$ cat config.mk
export PLATFORM = sky130hd
export DESIGN_NAME = efcb_bank
export DESIGN_NICKNAME = d
export VERILOG_FILES = /design/src/efcb_coeff_reg.v /design/src/efcb_bank.v
export VERILOG_INCLUDE_DIRS = /design/src /design/src/src
export SDC_FILE = /design/constraint.sdc
export NUM_CORES = 1
export LEC_CHECK = 0
export BUFFER_PORTS_ARGS = -buffer_cell sky130_fd_sc_hd__buf_2
export CORE_MARGIN = 2
export CORE_UTILIZATION = 58
export CTS_CLUSTER_DIAMETER = 60
export DETAILED_ROUTE_END_ITERATION = 10
export PLACE_DENSITY_LB_ADDON = 0.2
export SLEW_MARGIN = 20
export SYNTH_ARGS = -nofsm -noshare
export SYNTH_HDL_FRONTEND = slang
export SYNTH_SLANG_ARGS = --single-unit
$ cat constraint.sdc
create_clock -name mclk -period 4.05 [get_ports mclk]
set_clock_uncertainty 0.15 [all_clocks]
set_input_delay 0.405 -clock mclk [delete_from_list [all_inputs] [get_ports mclk]]
set_output_delay 0.405 -clock mclk [all_outputs]
set_load 0.02 [all_outputs]
$ cat src/efcb_consts.vh
// constants for the channel b equalising fir coefficient bank
`ifndef EFCB_CONSTS_VH
`define EFCB_CONSTS_VH

// register word indices (not all multiples of four: byte address = 4 * index)
`define EFCB_IDX_TAP0       12'h448
`define EFCB_IDX_TAP1       12'h44A
`define EFCB_IDX_TAP2       12'h44C
`define EFCB_IDX_TAP3       12'h44E
`define EFCB_IDX_CENTER     12'h450
`define EFCB_IDX_STATUS     12'h460

// field layout
`define EFCB_OUTER_W        12
`define EFCB_OUTER_REG_W    16
`define EFCB_CENTER_W       18
`define EFCB_CENTER_REG_W   24

// reset values
`define EFCB_RST_OUTER      16'h0000
`define EFCB_RST_CENTER     24'h000000

// answer for an unmapped address
`define EFCB_UNMAPPED_DATA  32'h00000000

`endif

$ cat src/efcb_coeff_reg.v
// one coefficient register with masked readback of the field msb
`timescale 1ns/10ps
module efcb_coeff_reg #(
    parameter REG_W   = 16,
    parameter FIELD_W = 12
) (
    input  wire             mclk,
    input  wire             rstn,
    input  wire             wr_en,
    input  wire [REG_W-1:0] wr_data,
    output wire [REG_W-1:0] rd_data,
    output wire [REG_W-1:0] value
);
    reg [REG_W-1:0] val_q;

    always @(posedge mclk)
    begin
        if (!rstn)
            val_q <= {REG_W{1'b0}};
        else if (wr_en)
            val_q <= wr_data;
    end

    // readback hides the field msb; reserved bits read back as written
    assign rd_data = val_q & ~({{(REG_W-1){1'b0}}, 1'b1} << (FIELD_W - 1));
    assign value   = val_q;
endmodule // efcb_coeff_reg

$ cat src/efcb_bank.v
// channel b equalising fir coefficient bank, taps one to five, avalon-mm slave
//
// Function
// - outer taps one to four are 12-bit signed in bits 11:0, 15:12 reserved.
// - registers 0x448, 0x44A, 0x44C, 0x44E, 0x450 feed taps one to five.
// - channel b coefficients drive the filter only in dual-channel mode.
// - centre tap is 18-bit signed in bits 17:0, bits 23:18 reserved.
// - readback returns each coefficient field msb as zero.
//
// Local design decision: the Avalon-MM slave port.
`timescale 1ns/10ps
`include "efcb_consts.vh"
module efcb_bank #(
    parameter ADDR_W = 14
) (
    input  wire                        mclk,
    input  wire                        rstn,
    input  wire [ADDR_W-1:0]           avs_address,
    input  wire                        avs_read,
    input  wire                        avs_write,
    input  wire [31:0]                 avs_writedata,
    input  wire [3:0]                  avs_byteenable,
    output reg  [31:0]                 avs_readdata,
    output reg                         avs_waitrequest,
    input  wire                        dual_channel_mode,
    output reg  [`EFCB_OUTER_W-1:0]    tap0_coeff,
    output reg  [`EFCB_OUTER_W-1:0]    tap1_coeff,
    output reg  [`EFCB_OUTER_W-1:0]    tap2_coeff,
    output reg  [`EFCB_OUTER_W-1:0]    tap3_coeff,
    output reg  [`EFCB_CENTER_W-1:0]   center_coeff,
    output reg                         coeff_valid
);
    localparam OW = `EFCB_OUTER_REG_W;
    localparam CW = `EFCB_CENTER_REG_W;

    // word index: byte address / 4
    wire [ADDR_W-3:0] idx = avs_address[ADDR_W-1:2];
    reg               ack_q;
    wire              req  = (avs_read | avs_write) & ~ack_q;

    // indices wider than the bus are cut to the index width before the compare
    function hit;
        input [ADDR_W-3:0] a;
        input [11:0]       i;
        begin
            hit = (a == i[ADDR_W-3:0]);
        end
    endfunction

    // byte enables merge with old contents
    function [31:0] merge;
        input [31:0] old;
        input [31:0] nw;
        input [3:0]  be;
        integer k;
        begin
            merge = old;
            for (k = 0; k < 4; k = k + 1)
                if (be[k])
                    merge[k*8 +: 8] = nw[k*8 +: 8];
        end
    endfunction

    wire [4:0] sel;
    assign sel[0] = hit(idx, `EFCB_IDX_TAP0);
    assign sel[1] = hit(idx, `EFCB_IDX_TAP1);
    assign sel[2] = hit(idx, `EFCB_IDX_TAP2);
    assign sel[3] = hit(idx, `EFCB_IDX_TAP3);
    assign sel[4] = hit(idx, `EFCB_IDX_CENTER);
    wire sel_stat = hit(idx, `EFCB_IDX_STATUS);

    wire [OW-1:0] rd0;
    wire [OW-1:0] rd1;
    wire [OW-1:0] rd2;
    wire [OW-1:0] rd3;
    wire [CW-1:0] rd4;
    wire [OW-1:0] v0;
    wire [OW-1:0] v1;
    wire [OW-1:0] v2;
    wire [OW-1:0] v3;
    wire [CW-1:0] v4;

    // a write lands on the taking edge, the same edge that drops waitrequest
    wire [4:0]    wr_en = {5{req & avs_write}} & sel;

    // merged words are 32 bits; lanes above the register width are cut at the pin
    wire [31:0]   mrg0  = merge({16'h0000, v0}, avs_writedata, avs_byteenable);
    wire [31:0]   mrg1  = merge({16'h0000, v1}, avs_writedata, avs_byteenable);
    wire [31:0]   mrg2  = merge({16'h0000, v2}, avs_writedata, avs_byteenable);
    wire [31:0]   mrg3  = merge({16'h0000, v3}, avs_writedata, avs_byteenable);
    wire [31:0]   mrg4  = merge({8'h00, v4}, avs_writedata, avs_byteenable);

    efcb_coeff_reg #(
        .REG_W   (OW),
        .FIELD_W (`EFCB_OUTER_W)
    ) u_tap0 (
        .mclk    (mclk),
        .rstn    (rstn),
        .wr_en   (wr_en[0]),
        .wr_data (mrg0[OW-1:0]),
        .rd_data (rd0),
        .value   (v0)
    );

    efcb_coeff_reg #(
        .REG_W   (OW),
        .FIELD_W (`EFCB_OUTER_W)
    ) u_tap1 (
        .mclk    (mclk),
        .rstn    (rstn),
        .wr_en   (wr_en[1]),
        .wr_data (mrg1[OW-1:0]),
        .rd_data (rd1),
        .value   (v1)
    );

    efcb_coeff_reg #(
        .REG_W   (OW),
        .FIELD_W (`EFCB_OUTER_W)
    ) u_tap2 (
        .mclk    (mclk),
        .rstn    (rstn),
        .wr_en   (wr_en[2]),
        .wr_data (mrg2[OW-1:0]),
        .rd_data (rd2),
        .value   (v2)
    );

    efcb_coeff_reg #(
        .REG_W   (OW),
        .FIELD_W (`EFCB_OUTER_W)
    ) u_tap3 (
        .mclk    (mclk),
        .rstn    (rstn),
        .wr_en   (wr_en[3]),
        .wr_data (mrg3[OW-1:0]),
        .rd_data (rd3),
        .value   (v3)
    );

    efcb_coeff_reg #(
        .REG_W   (CW),
        .FIELD_W (`EFCB_CENTER_W)
    ) u_center (
        .mclk    (mclk),
        .rstn    (rstn),
        .wr_en   (wr_en[4]),
        .wr_data (mrg4[CW-1:0]),
        .rd_data (rd4),
        .value   (v4)
    );

    // status word is local: bit0 mode pin, bit1 taps live
    reg [31:0] rdata_d;
    always @*
    begin
        rdata_d = `EFCB_UNMAPPED_DATA;
        case (1'b1)
            sel[0]:   rdata_d = {16'h0000, rd0};
            sel[1]:   rdata_d = {16'h0000, rd1};
            sel[2]:   rdata_d = {16'h0000, rd2};
            sel[3]:   rdata_d = {16'h0000, rd3};
            sel[4]:   rdata_d = {8'h00, rd4};
            sel_stat: rdata_d = {30'h00000000, coeff_valid, dual_channel_mode};
            default:  rdata_d = `EFCB_UNMAPPED_DATA;
        endcase
    end

    // one wait cycle: request taken on first edge, answered on the second
    always @(posedge mclk)
    begin
        if (!rstn)
        begin
            ack_q           <= 1'b0;
            avs_waitrequest <= 1'b1;
            avs_readdata    <= 32'h00000000;
        end
        else
        begin
            ack_q           <= req;
            avs_waitrequest <= ~req;
            if (req & avs_read)
                avs_readdata <= rdata_d;
        end
    end

    // filter side: full stored value incl. sign bit; zero outside dual mode
    // sign bit reads back as zero, so software must keep its own copy
    always @(posedge mclk)
    begin
        if (!rstn)
        begin
            tap0_coeff   <= {`EFCB_OUTER_W{1'b0}};
            tap1_coeff   <= {`EFCB_OUTER_W{1'b0}};
            tap2_coeff   <= {`EFCB_OUTER_W{1'b0}};
            tap3_coeff   <= {`EFCB_OUTER_W{1'b0}};
            center_coeff <= {`EFCB_CENTER_W{1'b0}};
            coeff_valid  <= 1'b0;
        end
        else if (dual_channel_mode)
        begin
            tap0_coeff   <= v0[`EFCB_OUTER_W-1:0];
            tap1_coeff   <= v1[`EFCB_OUTER_W-1:0];
            tap2_coeff   <= v2[`EFCB_OUTER_W-1:0];
            tap3_coeff   <= v3[`EFCB_OUTER_W-1:0];
            center_coeff <= v4[`EFCB_CENTER_W-1:0];
            coeff_valid  <= 1'b1;
        end
        else
        begin
            tap0_coeff   <= {`EFCB_OUTER_W{1'b0}};
            tap1_coeff   <= {`EFCB_OUTER_W{1'b0}};
            tap2_coeff   <= {`EFCB_OUTER_W{1'b0}};
            tap3_coeff   <= {`EFCB_OUTER_W{1'b0}};
            center_coeff <= {`EFCB_CENTER_W{1'b0}};
            coeff_valid  <= 1'b0;
        end
    end
endmodule // efcb_bank

==> results.cfg, run 1 <==
[die]
initial_core_util = 0.595
die_width_um = 115
dieArea_um2 = 13300
ios = 155
die_height_um = 115
coreArea_um2 = 12100
core.rowCount = 40

[cts]
cts_buffer_depth = 2
htree_levels = 4
clkTransAtPathRegs_ns = 0.07
cts_tree = done
cts.sinks = 180
post_cts_buffers = 0
cts_resized = 0
clock_latency_ns = 0.43
cts_root_buf = clkbuf_16
holdBufCountCts = 0
cts_made_buffers = 17

[power]
power_leakage_nw = 3.68
clkPwrFrac = 0.474
combPwrFrac = 0.050
ir_drop_v = 0.000300
p_int_mw = 2.91
seqPwrFrac = 0.476
powerDensity_nw_per_um2 = 442
p_sw_mw = 0.829
switching_share = 0.222

[global_routing]
grt_usage = 0.289
grt_pass1_wl_mm = 29.3
overflow = 0
antenna_found_initial = 0
grt_pass1_vias = 5687
grt_start_max_net_pins = 196

[hold_path]
min_from = avs_writedata[23]
hold_class = in -> reg

[placed_design]
place_congestion = 0.898
portBuffers = 134
dp_cells = 989
hpwl_mm = 12.7

[route]
post-route-drc-count = 0
vias = 6068
vias_per_cell = 5.94
drtAntennaViolNets = 0
drtPass1Iterations = 5
wire_per_inst_um = 18.8
drtIter0Drc = 575
drt-total-wl_mm = 19.2

[setup_path]
path_max_fanout = 12
cp-end-kind = register
criticalPathCategory = in -> reg
startpoint_type = primary input
critPathLaunch = avs_address[2]
reg2reg_from = ack_q
worstPathRequired_ns = 4.25
critical_path.slowest_cell = nor3b_1
crit_chain = buf_2 -> nor3b_1 -> and4_1 -> and3_1 -> mux2i_1
critPathMaxStageDelay_ns = 0.71
worst-endpoint-arrival_ns = 2.74

[sta]
fin_crit_sh = 0.627
setup_viol = 0
max_slew_margin = 0.300
finalSetupTns_ns = 0
worst_pin_slew_ns = 1.04
final_hold_viol_count = 0
max_freq_mhz = 394
slew_viol_final = 0
finalCriticalPeriod_ns = 2.54
rsz0062_at_grt = false
hold_slack_ns = 0.0698

[yosys]
synth_top_flop_cell = dfxtp_1
syn_area_per_cell_um2 = 9.60
netlist_top_cells_count = dfxtp_1, nand2_1, and3_1
synth_top_cell_area_share = 0.502
synthMuxAreaShare = 0.0983
synth_xor_area_frac = 0
synthSimpleGateAreaFrac = 0.207
ys_types = 56
synth_edf_count = 0
synth-compound-area-share = 0.136
synth.most_common_cell = dfxtp_1
synth_fa_ha_area_frac = 0
synthCells = 748
synth_top_family_by_area = simple AND/OR/NAND/NOR gates
synth_seq_cells = 180
syn_area_um2 = 7180
synth_area_leaders = dfxtp_1, mux2i_1, and3_1
postSynth.asyncResetShare = 0
synth_top_cell_by_area = dfxtp_1
ys_warn_count = 0
seq_area_frac_synth = 0.502

[flow_run]
max_cap_viol_count = 0

[cells_and_area]
n_antenna_cell = 0
stdcell_count = 1021
syn_to_final_growth_pct = 17.6
final_net_count = 895
drive_gt1_frac = 0.216
fin_util = 0.700

[status]
status = completed
-- critical path: cells and delay by family --
family,cells,cell delay [ns]
simple gates,3,1.92
mux,1,0.30
buf+inv,1,0.10
-- sequential cells by signal, summed over array words and instances (netlist names) --
signal           flops
tap2_coeff          12
u_center.value      24
center_coeff        18
tap0_coeff          12
ack_q                1
tap3_coeff          12
coeff_valid          1
tap1_coeff          12
avs_readdata        23
u_tap3.value        16
u_tap2.value        16
u_tap0.value        16
u_tap1.value        16
avs_waitrequest      1
-- area by class of cell --
class,instances,area (um2)
tap,168,210
clock inverter,12,175
clock buffer,20,467
timing repair buffer,140,731
fill,912,3620
inverter,11,41.3
multi-input combinational,490,3220
sequential,180,3600
-- routing by layer --
layer  track usage  part of all wire  vias up
met3        0.0596             0.062       47
met4         0.148             0.033        0
li1              -                 -     2824
met5             0                 0        -
met2         0.485              0.50      258
met1         0.352              0.41     2939
-- worst paths after layout --
check	endpoint	slack [ns]	cells past startpoint
setup / recovery	u_tap0.value[5]	1.51	5
hold / removal	u_center.value[23]	0.07	3
setup reg to reg	u_tap2.value[3]	1.59	4
hold reg to reg	avs_readdata[21]	0.31	2
-- cell families (layout without fill, tap and decap cells) --
group | count (synthesis) | count (layout)
compound gates | 141 | 141
buf+inv | 86 | 183
flops | 180 | 180
mux | 69 | 69
other cells | 1 | 9
simple gates | 271 | 271
-- metrics by stage --
step / instance area (um2) / power [mW] / worst slack, ns
floorplan: 7210 / 1.94 / 1.77
global placement: 7800 / 2.00 / 1.15
detailed placement: 7800 / 2.00 / 1.10
CTS: 8450 / 3.74 / 1.54
global route: 8450 / 3.83 / 1.33
finish: 8450 / 3.73 / 1.51
-- power by group through the flow --
stage          clock (mW)  combinational [mW]  sequential (mW)
3_5_place_dp            0               0.182             1.82
6_report             1.77               0.188             1.78
4_1_cts              1.78               0.184             1.78
2_1_floorplan           0               0.120             1.82
5_1_grt              1.86               0.202             1.78
3_3_place_gp            0               0.179             1.82
-- placed cells by master, fill, tap and decap left out, types with 7 or more instances in the layout --
cell,synthesis,layout
nand2_1,95,94
o21ai_1,19,19
a21boi_1,30,30
nand2b_1,11,11
a22oi_1,8,8
o21a_1,9,9
o21ai_0,16,16
o31ai_1,8,8
and3_1,68,68
conb_1,1,9
o2bb2ai_1,7,7
buf_2,7,133
nand3b_1,14,14
inv_1,11,11
mux2i_1,66,66
nand3_1,35,35
dfxtp_1,180,180
a2111oi_0,8,8
a21oi_1,12,12
nor4_1,8,8
clkbuf_16,0,17
No activity file was read; power rests on OpenSTA's default activity.
==> inputs of run 2 (changes only) <==
--- a/config.mk
+++ b/config.mk
@@ -8,7 +8,7 @@
 export LEC_CHECK = 0
 export BUFFER_PORTS_ARGS = -buffer_cell sky130_fd_sc_hd__buf_2
 export CORE_MARGIN = 2
-export CORE_UTILIZATION = 58
+export CORE_UTILIZATION = 49
 export CTS_CLUSTER_DIAMETER = 60
 export DETAILED_ROUTE_END_ITERATION = 10
 export PLACE_DENSITY_LB_ADDON = 0.2
==> constraint.sdc (replaced) <==
create_clock -name mclk -period 2.3 [get_ports mclk]
set_clock_uncertainty 0.15 [all_clocks]
set_input_delay 0.23 -clock mclk [delete_from_list [all_inputs] [get_ports mclk]]
set_output_delay 0.23 -clock mclk [all_outputs]
set_load 0.02 [all_outputs]
==> run 2 against run 1 <==
Effect of this change: cell area increased by 5.5%; largest cell class unchanged; critical endpoint is now u_center.value[16]; final cell count increased by 6.6%; non-clock buffer count grew 50; critical path depth stayed put; die area up 18%.
==> results.cfg, run 2 (synthesis results as in run 1) <==
[status]
status = completed

[die]
coreArea_um2 = 14400
initial_core_util = 0.498
ios = 155
dieArea_um2 = 15600
core.rowCount = 44
die_width_um = 125
die_height_um = 125

[power]
powerDensity_nw_per_um2 = 733
power_leakage_nw = 3.90
ir_drop_v = 0.000499

[sta]
worst_pin_slew_ns = 0.704
slew_viol_final = 0
setup_viol = 0
final_hold_viol_count = 0
fin_crit_sh = 0.790
max_slew_margin = 0.530
finalWorstSetupSlack_ns = 0.482
finalCriticalPeriod_ns = 1.82
rsz0062_at_grt = false
max_freq_mhz = 550
finalSetupTns_ns = 0

[setup_path]
critical_path.slowest_cell = or4_4
criticalPathCategory = in -> reg
path_max_fanout = 26
worst-endpoint-arrival_ns = 1.99
crit_chain = buf_2 -> or4b_4 -> or4_4 -> o21ai_0 -> a21boi_1
worstPathRequired_ns = 2.47
worst-r2r-setup-slack_ns = 0.62
startpoint_type = primary input
critPathMaxStageDelay_ns = 0.73
reg2reg_from = ack_q
reg2reg_to = u_tap3.value[12]
cp-end-kind = register
r2r_cells = 6

[route]
wire_per_inst_um = 18.2
drtIter0Drc = 486
vias_per_cell = 5.72
drtAntennaViolNets = 0
drt-total-wl_mm = 19.8
drtPass1Iterations = 5
vias = 6219
post-route-drc-count = 0

[hold_path]
hold_depth = 3
hold_class = in -> reg
hold-path-endpoint = avs_waitrequest
min_from = avs_read

[global_routing]
grt_start_max_net_pins = 196
grt_usage = 0.251
grt_pass1_vias = 6136
grt_pass1_wl_mm = 31.1
antenna_found_initial = 1
overflow = 0

[cts]
clkTransAtPathRegs_ns = 0.07
cts_root_buf = clkbuf_16
clock_latency_ns = 0.44
htree_levels = 4
cts_made_buffers = 17
post_cts_buffers = 0
cts.sinks = 180
cts_buffer_depth = 2
cts_resized = 0
holdBufCountCts = 26
cts_tree = done

[cells_and_area]
final_cell_mix = dfxtp_1, buf_2, nand2_1, and3_1, mux2i_1
syn_to_final_growth_pct = 24.2
drive_gt1_frac = 0.228
final_net_count = 945
layout_commonest_cell = dfxtp_1
fin_util = 0.618
largest_reg_flops = 24

[placed_design]
place_congestion = 0.873
portBuffers = 134
hpwl_mm = 13.3
place_ws_ns = 0.0731

[flow_run]
max_cap_viol_count = 0
==> run 2: cell count changes in the layout (fill, tap and decap cells not counted), sizes merged <==
cell / change
dlygate4sd3: +26
clkinv: +1
buf: +24
inv: +2
bufinv: -1
diode: +1
clkbuf: -2
==> run 2: final cells by class <==
type	count	area (um2)
Antenna cell	1	2.50
Fill cell	1241	5510
Sequential cell	180	3600
Clock buffer	18	439
Timing Repair Buffer	190	1210
Clock inverter	14	175
Inverter	11	41.3
Multi-Input combinational cell	490	3210
Tap cell	184	230
==> run 2: per-stage QoR <==
stage | power [mW] | hold WS, ns | area, um2 | cells
CTS | 6.54 | 0.000851 | 8910 | 1087
detailed placement | 3.54 | 0.294 | 8040 | 1029
global placement | 3.53 | 0.287 | 8040 | 1029
finish | 6.53 | 0.0267 | 8910 | 1088
global route | 6.71 | 0.0313 | 8910 | 1087
floorplan | 3.42 | 0.226 | 7210 | 756
==> run 2: how the worst max path moves through the flow <==
stage                    endpoint  cells past startpoint  slack [ns]             from
6_report       u_center.value[16]                      5        0.48  avs_address[11]
5_1_grt          u_tap3.value[12]                      8        0.40        avs_write
4_1_cts          u_tap3.value[12]                      8        0.50        avs_write
3_5_place_dp   u_center.value[23]                      5        0.07  avs_address[11]
3_3_place_gp     avs_readdata[15]                      5        0.12  avs_address[11]
2_1_floorplan  u_center.value[19]                      7        0.20  avs_address[11]
==> run 2: layer usage <==
layer,GRT usage,wire (um),vias up
met1,0.300,7980,3000
met4,0.101,555,0
met5,0,0,-
li1,-,-,2931
met2,0.437,10100,244
met3,0.0578,1190,44
==> run 2: power breakdown <==
group          switching [mW]  internal, mW  leakage (nW)
logic                   0.251         0.132          2.15
registers             0.00492          3.12          1.45
clock network            1.27          1.75         0.293
==> run 2: worst max-delay path: cells and delay by family <==
| family | cells | cell delay, ns |
|---|---|---|
| and+or+nand+nor | 2 | 1.30 |
| AOI/OAI and AO/OA | 2 | 0.34 |
| buffers and inverters | 1 | 0.11 |
